===== src/hdl/sysint_pkg.sv =====
package sysint_pkg;

  // Register indices; the byte address of each register is four times its index.
  localparam logic [15:0] IDX_BREAK_STATUS       = 16'hfe00;
  localparam logic [15:0] IDX_RESET_CAUSE        = 16'hfe01;
  localparam logic [15:0] IDX_BREAK_FLAG_CONTROL = 16'hfe03;
  localparam logic [15:0] IDX_IRQ_STATUS         = 16'hfe04;
  localparam logic [15:0] IDX_IRQ_MASK           = 16'hfe05;

  // Field positions.
  localparam int unsigned BREAK_WAIT_BIT  = 1;
  localparam int unsigned CLEAR_EN_BIT    = 7;
  localparam int unsigned RC_POWER_ON     = 7;
  localparam int unsigned RC_PIN          = 6;
  localparam int unsigned RC_WATCHDOG     = 5;
  localparam int unsigned RC_BAD_OPCODE   = 4;
  localparam int unsigned RC_BAD_ADDRESS  = 3;
  localparam int unsigned RC_LOW_VOLTAGE  = 1;
  localparam int unsigned EV_CAUSE        = 0;
  localparam int unsigned EV_BREAK_WAIT   = 1;
  localparam int unsigned EV_STARTUP_DONE = 2;
  localparam int unsigned IRQ_W           = 3;

  // Writable masks and reset values.
  localparam logic [7:0]       BREAK_STATUS_MASK = 8'h02;
  localparam logic [7:0]       BFC_MASK          = 8'h80;
  localparam logic [7:0]       RESET_CAUSE_POR   = 8'h80;
  localparam logic [IRQ_W-1:0] IRQ_MASK_RST      = 3'h0;

  // Startup hold, in buffered oscillator cycles.
  localparam logic [12:0] STARTUP_CYCLES = 13'h1000;
  localparam logic [12:0] STARTUP_LAST   = STARTUP_CYCLES - 13'h1;

  // Interrupt arbitration.
  localparam int unsigned NUM_SRC   = 24;
  localparam int unsigned MAX_SRC   = 128;
  localparam int unsigned SRC_IDX_W = 7;
  localparam int unsigned VEC_W     = 16;
  localparam logic [15:0] VECTOR_TOP = 16'hfffc;

  typedef enum logic [0:0] {BOOT_HOLD, BOOT_RUN} boot_t;

  typedef struct packed {
    logic power_on_pulse;
    logic watchdog;
    logic bad_opcode;
    logic bad_fetch_address;
    logic low_voltage;
  } reset_src_t;

  typedef struct packed {
    boot_t            boot;
    logic [12:0]      count;
    logic             bus_clock;
    logic             clocks_run;
    logic             rst_pin_out;
    logic             rst_pin_oe;
    logic [7:0]       break_status;
    logic [7:0]       reset_cause;
    logic [7:0]       break_flag_control;
    logic [IRQ_W-1:0] irq_status;
    logic [IRQ_W-1:0] irq_mask;
    logic             irq;
    logic             pready;
    logic             pslverr;
    logic [31:0]      prdata;
  } sys_state_t;

  localparam sys_state_t STATE_RST = '{
    boot: BOOT_HOLD, count: 13'h0, bus_clock: 1'b0, clocks_run: 1'b0,
    rst_pin_out: 1'b0, rst_pin_oe: 1'b1, break_status: 8'h00,
    reset_cause: RESET_CAUSE_POR, break_flag_control: 8'h00,
    irq_status: 3'h0, irq_mask: IRQ_MASK_RST, irq: 1'b0,
    pready: 1'b0, pslverr: 1'b0, prdata: 32'h0
  };

endpackage : sysint_pkg


===== src/hdl/int_arbiter.sv =====
`timescale 1ns/1ps
`default_nettype none

// Fixed-priority arbiter: the lowest source index wins. N may be raised up to MAX_SRC.
module int_arbiter #(
  parameter int unsigned N = sysint_pkg::NUM_SRC
) (
  // Clock and reset
  input  wire logic         pclk,
  input  wire logic         presetn,
  // Sources and CPU vector fetch
  input  wire logic [N-1:0] int_req,
  input  wire logic         vector_fetch,
  // Results
  output logic              pending,
  output logic [15:0]       vector,
  output logic [N-1:0]      src_ack
);

  localparam int unsigned IW = sysint_pkg::SRC_IDX_W;
  localparam int unsigned VW = sysint_pkg::VEC_W;

  typedef struct packed {
    logic          pending;
    logic [VW-1:0] vector;
    logic [N-1:0]  ack;
  } arb_state_t;

  arb_state_t s_q;
  arb_state_t s_d;
  logic [IW-1:0] win;

  function automatic logic [IW-1:0] first_set(input logic [N-1:0] r);
    logic [IW-1:0] k;
    k = '0;
    for (int i = N - 1; i >= 0; i--)
      if (r[i])
        k = IW'(i);
    return k;
  endfunction : first_set

  always_comb
  begin
    s_d = s_q;
    win = first_set(int_req);
    s_d.pending = |int_req;
    s_d.ack = '0;
    // The vector is latched at the fetch so a late request cannot change it mid-fetch.
    if (vector_fetch && (|int_req))
    begin
      s_d.vector = sysint_pkg::VECTOR_TOP - VW'({win, 1'b0});
      s_d.ack = N'(1) << win;
    end
  end

  always_ff @(posedge pclk or negedge presetn)
  begin
    if (!presetn)
      s_q <= '0;
    else
      s_q <= s_d;
  end

  assign pending = s_q.pending;
  assign vector  = s_q.vector;
  assign src_ack = s_q.ack;
endmodule : int_arbiter

`default_nettype wire


===== src/hdl/system_integration_unit.sv =====
// Register access over APB was left to the implementer.
`timescale 1ns/1ps
`default_nettype none

module system_integration_unit (
  // Clock and reset
  input  wire logic                   pclk,
  input  wire logic                   presetn,
  // APB slave
  input  wire logic                   psel,
  input  wire logic                   penable,
  input  wire logic                   pwrite,
  input  wire logic [31:0]            paddr,
  input  wire logic [31:0]            pwdata,
  output logic                        pready,
  output logic                        pslverr,
  output logic [31:0]                 prdata,
  // Reset sources
  input  wire sysint_pkg::reset_src_t reset_src,
  // Reset pin, open drain
  input  wire logic                   rst_pin_i,
  output logic                        rst_pin_o,
  output logic                        rst_pin_oe,
  // Break
  input  wire logic                   break_active,
  input  wire logic                   break_wait_set,
  // Clock control
  output logic                        bus_clock,
  output logic                        clocks_run,
  // Interrupt sources and CPU fetch
  input  wire logic [23:0]            int_req,
  input  wire logic                   int_vector_fetch,
  output logic                        int_pending,
  output logic [15:0]                 int_vector,
  output logic [23:0]                 int_src_ack,
  // Status interrupt
  output logic                        irq
);

  sysint_pkg::sys_state_t s_q;
  sysint_pkg::sys_state_t s_d;

  logic [15:0]                  idx;
  logic                         hit;
  logic                         access;
  logic                         wr_done;
  logic                         restart;
  logic                         pin_low;
  logic                         clear_ok;
  logic                         startup_ev;
  logic [7:0]                   cause_bits;
  logic [sysint_pkg::IRQ_W-1:0] ev;

  function automatic logic reg_hit(input logic [31:0] a);
    logic [15:0] i;
    i = a[17:2];
    return (a[31:18] == 14'h0) && (a[1:0] == 2'h0) &&
      ((i == sysint_pkg::IDX_BREAK_STATUS) || (i == sysint_pkg::IDX_RESET_CAUSE) ||
       (i == sysint_pkg::IDX_BREAK_FLAG_CONTROL) || (i == sysint_pkg::IDX_IRQ_STATUS) ||
       (i == sysint_pkg::IDX_IRQ_MASK));
  endfunction : reg_hit

  function automatic logic [7:0] read_byte(input logic [15:0] i,
                                           input sysint_pkg::sys_state_t s);
    logic [7:0] v;
    v = 8'h00;
    unique case (i)
      sysint_pkg::IDX_BREAK_STATUS:
        v = s.break_status & sysint_pkg::BREAK_STATUS_MASK;
      sysint_pkg::IDX_RESET_CAUSE:
        v = s.reset_cause;
      sysint_pkg::IDX_BREAK_FLAG_CONTROL:
        v = s.break_flag_control & sysint_pkg::BFC_MASK;
      sysint_pkg::IDX_IRQ_STATUS:
        v = 8'(s.irq_status);
      sysint_pkg::IDX_IRQ_MASK:
        v = 8'(s.irq_mask);
      default:
        v = 8'h00;
    endcase
    return v;
  endfunction : read_byte

  always_comb
  begin
    s_d = s_q;
    idx = paddr[17:2];
    hit = reg_hit(paddr);
    access = psel && penable;
    wr_done = access && s_q.pready && pwrite && hit;
    restart = reset_src.power_on_pulse || reset_src.low_voltage;
    // The pin reads low while we drive it, so only a low we are not causing counts.
    pin_low = !rst_pin_i && !s_q.rst_pin_oe;
    startup_ev = 1'b0;

    // Startup hold and divided bus clock.
    unique case (s_q.boot)
      sysint_pkg::BOOT_HOLD:
      begin
        if (s_q.count == sysint_pkg::STARTUP_LAST)
        begin
          s_d.boot = sysint_pkg::BOOT_RUN;
          s_d.clocks_run = 1'b1;
          s_d.rst_pin_oe = 1'b0;
          startup_ev = 1'b1;
        end
        else
        begin
          s_d.count = s_q.count + 13'h1;
        end
      end
      sysint_pkg::BOOT_RUN:
      begin
        s_d.bus_clock = !s_q.bus_clock;
      end
    endcase
    if (restart)
    begin
      s_d.boot = sysint_pkg::BOOT_HOLD;
      s_d.count = 13'h0;
      s_d.clocks_run = 1'b0;
      s_d.bus_clock = 1'b0;
      s_d.rst_pin_oe = 1'b1;
    end
    s_d.rst_pin_out = 1'b0;

    // Reset cause flags; writes never reach this register.
    cause_bits = 8'h00;
    cause_bits[sysint_pkg::RC_PIN] = pin_low;
    cause_bits[sysint_pkg::RC_WATCHDOG] = reset_src.watchdog;
    cause_bits[sysint_pkg::RC_BAD_OPCODE] = reset_src.bad_opcode;
    cause_bits[sysint_pkg::RC_BAD_ADDRESS] = reset_src.bad_fetch_address;
    cause_bits[sysint_pkg::RC_LOW_VOLTAGE] = reset_src.low_voltage;
    if (reset_src.power_on_pulse)
      s_d.reset_cause = sysint_pkg::RESET_CAUSE_POR;
    else
      s_d.reset_cause = s_q.reset_cause | cause_bits;

    // Break wait flag: software clears it by writing zero, gated while in break.
    clear_ok = !break_active || s_q.break_flag_control[sysint_pkg::CLEAR_EN_BIT];
    if (wr_done && (idx == sysint_pkg::IDX_BREAK_STATUS) &&
        !pwdata[sysint_pkg::BREAK_WAIT_BIT] && clear_ok)
      s_d.break_status[sysint_pkg::BREAK_WAIT_BIT] = 1'b0;
    if (break_wait_set)
      s_d.break_status[sysint_pkg::BREAK_WAIT_BIT] = 1'b1;
    s_d.break_status = s_d.break_status & sysint_pkg::BREAK_STATUS_MASK;

    if (wr_done && (idx == sysint_pkg::IDX_BREAK_FLAG_CONTROL))
      s_d.break_flag_control = pwdata[7:0] & sysint_pkg::BFC_MASK;

    // Sticky event bits; a new event wins over a clear in the same cycle.
    ev = '0;
    ev[sysint_pkg::EV_CAUSE] = |cause_bits;
    ev[sysint_pkg::EV_BREAK_WAIT] = break_wait_set;
    ev[sysint_pkg::EV_STARTUP_DONE] = startup_ev;
    if (wr_done && (idx == sysint_pkg::IDX_IRQ_STATUS))
      s_d.irq_status = s_q.irq_status & ~pwdata[sysint_pkg::IRQ_W-1:0];
    s_d.irq_status = s_d.irq_status | ev;
    if (wr_done && (idx == sysint_pkg::IDX_IRQ_MASK))
      s_d.irq_mask = pwdata[sysint_pkg::IRQ_W-1:0];
    s_d.irq = |(s_d.irq_status & s_d.irq_mask);

    // One wait state: the answer comes in the second access cycle.
    s_d.pready = 1'b0;
    s_d.pslverr = 1'b0;
    if (access && !s_q.pready)
    begin
      s_d.pready = 1'b1;
      s_d.pslverr = !hit;
      s_d.prdata = (hit && !pwrite) ? {24'h0, read_byte(idx, s_q)} : 32'h0;
    end
  end

  always_ff @(posedge pclk or negedge presetn)
  begin
    if (!presetn)
      s_q <= sysint_pkg::STATE_RST;
    else
      s_q <= s_d;
  end

  int_arbiter #(
    .N (sysint_pkg::NUM_SRC)
  ) u_arbiter (
    .pclk         (pclk),
    .presetn      (presetn),
    .int_req      (int_req),
    .vector_fetch (int_vector_fetch),
    .pending      (int_pending),
    .vector       (int_vector),
    .src_ack      (int_src_ack)
  );

  assign pready     = s_q.pready;
  assign pslverr    = s_q.pslverr;
  assign prdata     = s_q.prdata;
  assign rst_pin_o  = s_q.rst_pin_out;
  assign rst_pin_oe = s_q.rst_pin_oe;
  assign bus_clock  = s_q.bus_clock;
  assign clocks_run = s_q.clocks_run;
  assign irq        = s_q.irq;

  // Helper: length of each reset pin hold.
  logic [12:0] hold_cnt_q;
  always_ff @(posedge pclk or negedge presetn)
  begin
    if (!presetn)
      hold_cnt_q <= 13'h0;
    else if (restart)
      hold_cnt_q <= 13'h0;
    else if (s_q.rst_pin_oe)
      hold_cnt_q <= hold_cnt_q + 13'h1;
  end
endmodule : system_integration_unit

`default_nettype wire


===== config.mk =====
export PLATFORM = sky130hd
export DESIGN_NAME = system_integration_unit
export DESIGN_NICKNAME = d
export VERILOG_FILES = /design/src/hdl/sysint_pkg.sv /design/src/hdl/int_arbiter.sv /design/src/hdl/system_integration_unit.sv
export SDC_FILE = /design/constraint.sdc
export NUM_CORES = 1
export LEC_CHECK = 0
export BUFFER_PORTS_ARGS = -buffer_cell sky130_fd_sc_hd__buf_2
export CORE_ASPECT_RATIO = 1.1
export CORE_MARGIN = 4
export CORE_UTILIZATION = 42
export DETAILED_ROUTE_END_ITERATION = 7
export PLACE_DENSITY = 0.84
export SYNTH_ARGS = -nofsm -noshare
export SYNTH_HDL_FRONTEND = slang
export SYNTH_SLANG_ARGS = --single-unit
export TNS_END_PERCENT = 20

===== constraint.sdc =====
create_clock -name pclk -period 2 [get_ports pclk]
set_clock_uncertainty 0.1 [all_clocks]
set_input_delay 0 -clock pclk [delete_from_list [all_inputs] [get_ports pclk]]
set_output_delay 0 -clock pclk [all_outputs]
set_load 0.005 [all_outputs]

**After elaboration in Yosys (flattened, before gate mapping)**

Index checks and enable logic that the tools add are counted.

- Output and inout port bits: 80
- Bits in registers: 103
- Input port bits: 102
- Logic and storage cells: 117

- Bitwise logic cells: 5
- $add $sub $neg: 2
- Reduce and logical (&&, ||, !) cells: 40
- Shift operators: 1
- Muxes and demuxes: 44
- Eq/ne operators: 8

Operator list:

| cell | count |
|---|---|
| $mux 7 | 23 |
| $eq 16x16->1 const B | 5 |
| $pmux 8 s5 | 1 |
| $mux 34 | 1 |
| $mux 24 | 1 |
| $reduce_or 24->1 | 1 |
| $shl 1x7->24 const A | 1 |
| $logic_and 1x1->1 | 16 |
| $mux 16 | 1 |
| $mux 8 | 2 |
| $logic_not 14->1 | 1 |
| $mux 14 | 1 |
| $add 13x1->13 const B | 1 |
| $eq 13x12->1 const B | 1 |
| $mux 13 | 1 |
| $mux 1 | 10 |
| $sub 3x9->10 const A | 1 |
| $logic_not 1->1 | 8 |
| $or 8x7->8 | 1 |
| $and 3x3->3 | 2 |
| $logic_or 1x1->1 | 6 |
| $mux 3 | 2 |
| $reduce_bool 2->1 | 3 |
| $mux 5 | 1 |
| other kinds (8) | 9 |

**Logic depth before layout (Yosys ltp)**

- Depth in word-level cells: 26
- Depth in mapped cells: 9
- Mapped depth without buffers: 9

**By module**

From an unflattened synthesis, not the netlist that was laid out.

- Cell total of the unflattened synthesis: 376
- Area, all modules: 3,868.7 sq um

Modules (own cells, without submodules):

| module | instances | cells an instance | sequential area each (sq um) | area each (sq um) |
|---|---|---|---|---|
| system_integration_unit | 1 | 228 | 1,053.5 | 2,289.7 |
| int_arbiter | 1 | 148 | 800.8 | 1,579.0 |

**Worst setup path after synthesis**

Ideal clock, no wire load.

- Kind: input-to-reg
- From: in paddr[5]
- To: reg s_q (netlist bit irq)
- Slack: -37 ps
- Library setup time: 126 ps
- Arrival: 1,811 ps
- Data required time: 1,774 ps
- Path buffers: 1
- Stages: 7
- Path through: or4_4 -> a2111oi_4 -> and3_1 -> buf_6 -> nand3_2 -> a211o_1 -> a221o_1

RTL lines:

| item | line | RTL |
|---|---|---|
| start: declaration | system_integration_unit.sv:13 | `input wire logic [31:0] paddr,` |
| end signal: assignment | system_integration_unit.sv:177 | `s_q <= sysint_pkg::STATE_RST;` |
| end: declaration | system_integration_unit.sv:40 | `sysint_pkg::sys_state_t s_q;` |

==> flow_summary.json <==
{
  "syn2layout_area_growth_pct": 33.45,
  "grt.busiest_layer": "met2",
  "grtUsageMet3": 0.06430,
  "drtIter0Drc": 119,
  "post_synth_inst_count": 375,
  "routed-via-count": 3241,
  "synthesis.yosys.warnings": 0,
  "hold_viol": 0,
  "clock_tree_from_tritoncts": "yes",
  "grt_antenna_before_repair": 0,
  "portBuffers": 127,
  "drive_above_1_share": 0.3653,
  "place_area_um2": 4335,
  "drt_wl_cell_um": 14.47,
  "crit_arrival_ns": 2.08,
  "vias_per_cell": 4.963,
  "ys_dominant_reg_cell": "dfrtp_1",
  "crit_path_max_incr_delay_ns": 0.58,
  "crit_path_cell_trace": "dlygate4sd3_1 > buf_2 > nor4_2 > nand3_2 > dlygate4sd3_1 > or3_1",
  "worst_setup_path_start_kind": "primary input",
  "timing_worst_slew_pin_value_ns": 0.9008,
  "ir_drop_v": 0.0002839,
  "cp-end-kind": "flip-flop",
  "status": "complete, no violations",
  "finalCriticalPeriod_ns": 1.960,
  "yosysSeqAreaShare": 0.5027,
  "critical_path_peak_fanout": 4,
  "synth-edff-count": 0,
  "synth_async_sr_flop_share": 1.000,
  "layout.cells.most_common": "buf_2",
  "filler_cell_count": 722,
  "slew-limit-headroom": 0.3995,
  "floorplan.die.width_um": 97.35,
  "synth_top_area_cell": "dfrtp_1",
  "drt_drc_violations_left": 0,
  "totalWireLength_um": 9451,
  "dr.pass1.iters": 4,
  "setup_repair_after_global_routing_missed_its_margin": "true",
  "design.core.area_um2": 8452,
  "initial_utilization": 0.4364,
  "global_route.overflow_total": 0,
  "p_leak_nw": 2.476,
  "clk_pin_slew_worst_paths_ns": 0.08,
  "multi_input_area_um2": 1582,
  "post_synth_num_cell_types": 50,
  "globalRouteTotalUtil": 0.1838,
  "drv.max_cap_violation_count": 0,
  "worst_hold_path_type": "in2reg",
  "post-route-util": 0.5824,
  "timing.fmax_mhz": 510.3,
  "globalplace.congestion": 0.8781,
  "clock_latency_ns": 0.34,
  "final-max-slew-violation-count": 0,
  "clock_tree.root_cell": "clkbuf_8",
  "fin_nets": 642,
  "dp_hpwl_um": 7175,
  "synth.area.top_cells": "dfrtp_1 49%, buf_4 8.5%, nor2_1 6.0%",
  "cts.path.max_buffers": 2,
  "design_area_um2": 4922,
  "post_synth.cell_area_avg_um2": 9.836,
  "layout_worst_path_cycle_share": 0.9798,
  "grt_pass1_vias": 3227,
  "std_cell_rows": 35,
  "cp_data_required_time_ns": 2.12,
  "wire_length_of_the_first_global_routing_pass_um": 15360,
  "power.density_nw_per_um2": 626.5,
  "timing.critical_path.slowest_stage_cell": "dlygate4sd3_1",
  "antenna_violating_nets_post_route": 0,
  "yosys.area.top_type_share": 0.4885,
  "met1_usage": 0.1942,
  "critPathKind": "in2reg",
  "seqCellArea_um2": 1854,
  "cts-buffers-inserted": 9,
  "die_y_um": 106.3,
  "worst_path_most_repeated_cell": "dlygate4sd3_1",
  "synth-seq-cells": 74,
  "h-tree-depth": 3,
  "largest_net_degree_at_the_start_of_global_routing": 75,
  "mapped_area_um2": 3689,
  "cts.sink_count": 74,
  "design.portCount": 182,
  "die_area_um2": 10350,
  "antenna_cells_inserted": 0,
  "setup_viol": 0,
  "layout.cells.most_common_list": "126 x buf_2, 72 x dfrtp_1, 58 x nor2_1",
  "grtUsageMet2": 0.3393
}
## area by class of cell
cell class	count	area share
clock buffer	10	0.02796
timing repair buffer	178	0.2224
sequential	74	0.3767
multi-input combinational	263	0.3213
inverter	11	0.008388
tap	111	0.02822
clock inverter	6	0.01500
## cells in the mapped netlist, types with 5 or more instances
library cell	instances
a21oi_1	5
clkbuf_1	8
and2_1	6
buf_4	42
nor2_1	59
dfrtp_1	72
nand4_1	6
xor2_1	8
or3_1	5
nor4_1	7
and3_1	5
o21ai_0	9
nand2_1	19
o31ai_1	6
nand2b_1	5
nand3_1	13
mux2i_1	6
nor3_1	18
inv_1	11
or4_1	6
## layer usage
metal  wire length (um)  part of all wire
met5                  0                 0
met4                155             0.016
met3                779             0.082
met2               5052              0.53
met1               3464              0.37
## timing repair
item | CTS | global route
endpoints found under the hold margin | 109 | 1
hold buffers | 25 | 2
gates resized for setup | 1 | 14
pin swaps | 0 | 4
setup endpoints to repair | 2 | 27
buffers inserted | 0 | 7
## state kept, by name, summed over array words and instances, names as in the netlist
signal	count
s_q	28
u_arbiter.src_ack	24
prdata	8
u_arbiter.vector	7
bus_clock	1
clocks_run	1
irq	1
pready	1
pslverr	1
rst_pin_oe	1
u_arbiter.pending	1
## path summary, 6_finish.rpt
path | start | endpoint | slack [ns] | cells past startpoint
min in group asynchronous | presetn | clocks_run$_DFFE_PN0P_ | 0.22 | 2
max | int_req[20] | u_arbiter.pending$_DFF_PN0_ | 0.04 | 6
min reg2reg | prdata[1]$_DFFE_PN0P_ | prdata[1]$_DFFE_PN0P_ | 0.37 | 2
max reg2reg | s_q[72]$_DFFE_PN0P_ | s_q[78]$_DFFE_PN0P_ | 0.05 | 6
max in group asynchronous | presetn | prdata[7]$_DFFE_PN0P_ | 1.00 | 2
min | paddr[4] | prdata[1]$_DFFE_PN0P_ | 0.04 | 5
## worst max-delay path: cells and delay by family
family,cells,cell delay (ns)
buffers and inverters,3,1.25
AND/OR/NAND/NOR,3,0.84
## through the flow
stage	hold WS, ns	cells	setup WS, ns	power, mW	TNS [ns]
2_1_floorplan	-0.3956	400	0.0000009992	1.707	0
6_report	0.03813	653	0.04039	3.084	0
5_1_grt	0.04438	653	-0.02235	3.237	-0.05519
4_1_cts	0.002267	644	0.02419	3.110	0
3_3_place_gp	0.07511	603	-0.1113	1.845	-0.5461
3_5_place_dp	0.09963	603	-0.1681	1.855	-0.8542
## report_power, final
group | internal, mW | switching (mW) | leakage, nW
Clock | 0.625 | 0.577 | 0.107
Sequential | 1.52 | 0.0122 | 0.971
Combinational | 0.164 | 0.187 | 1.40
## logic make-up after synthesis
logic type	synth area share
compound gates	0.09057
xor+xnor	0.02375
fa+ha+maj	0.01018
buf+inv	0.1092
flops	0.5027
mux	0.02849
other cells	0.001017
simple gates	0.2341
(Power assumes the default switching activity.)
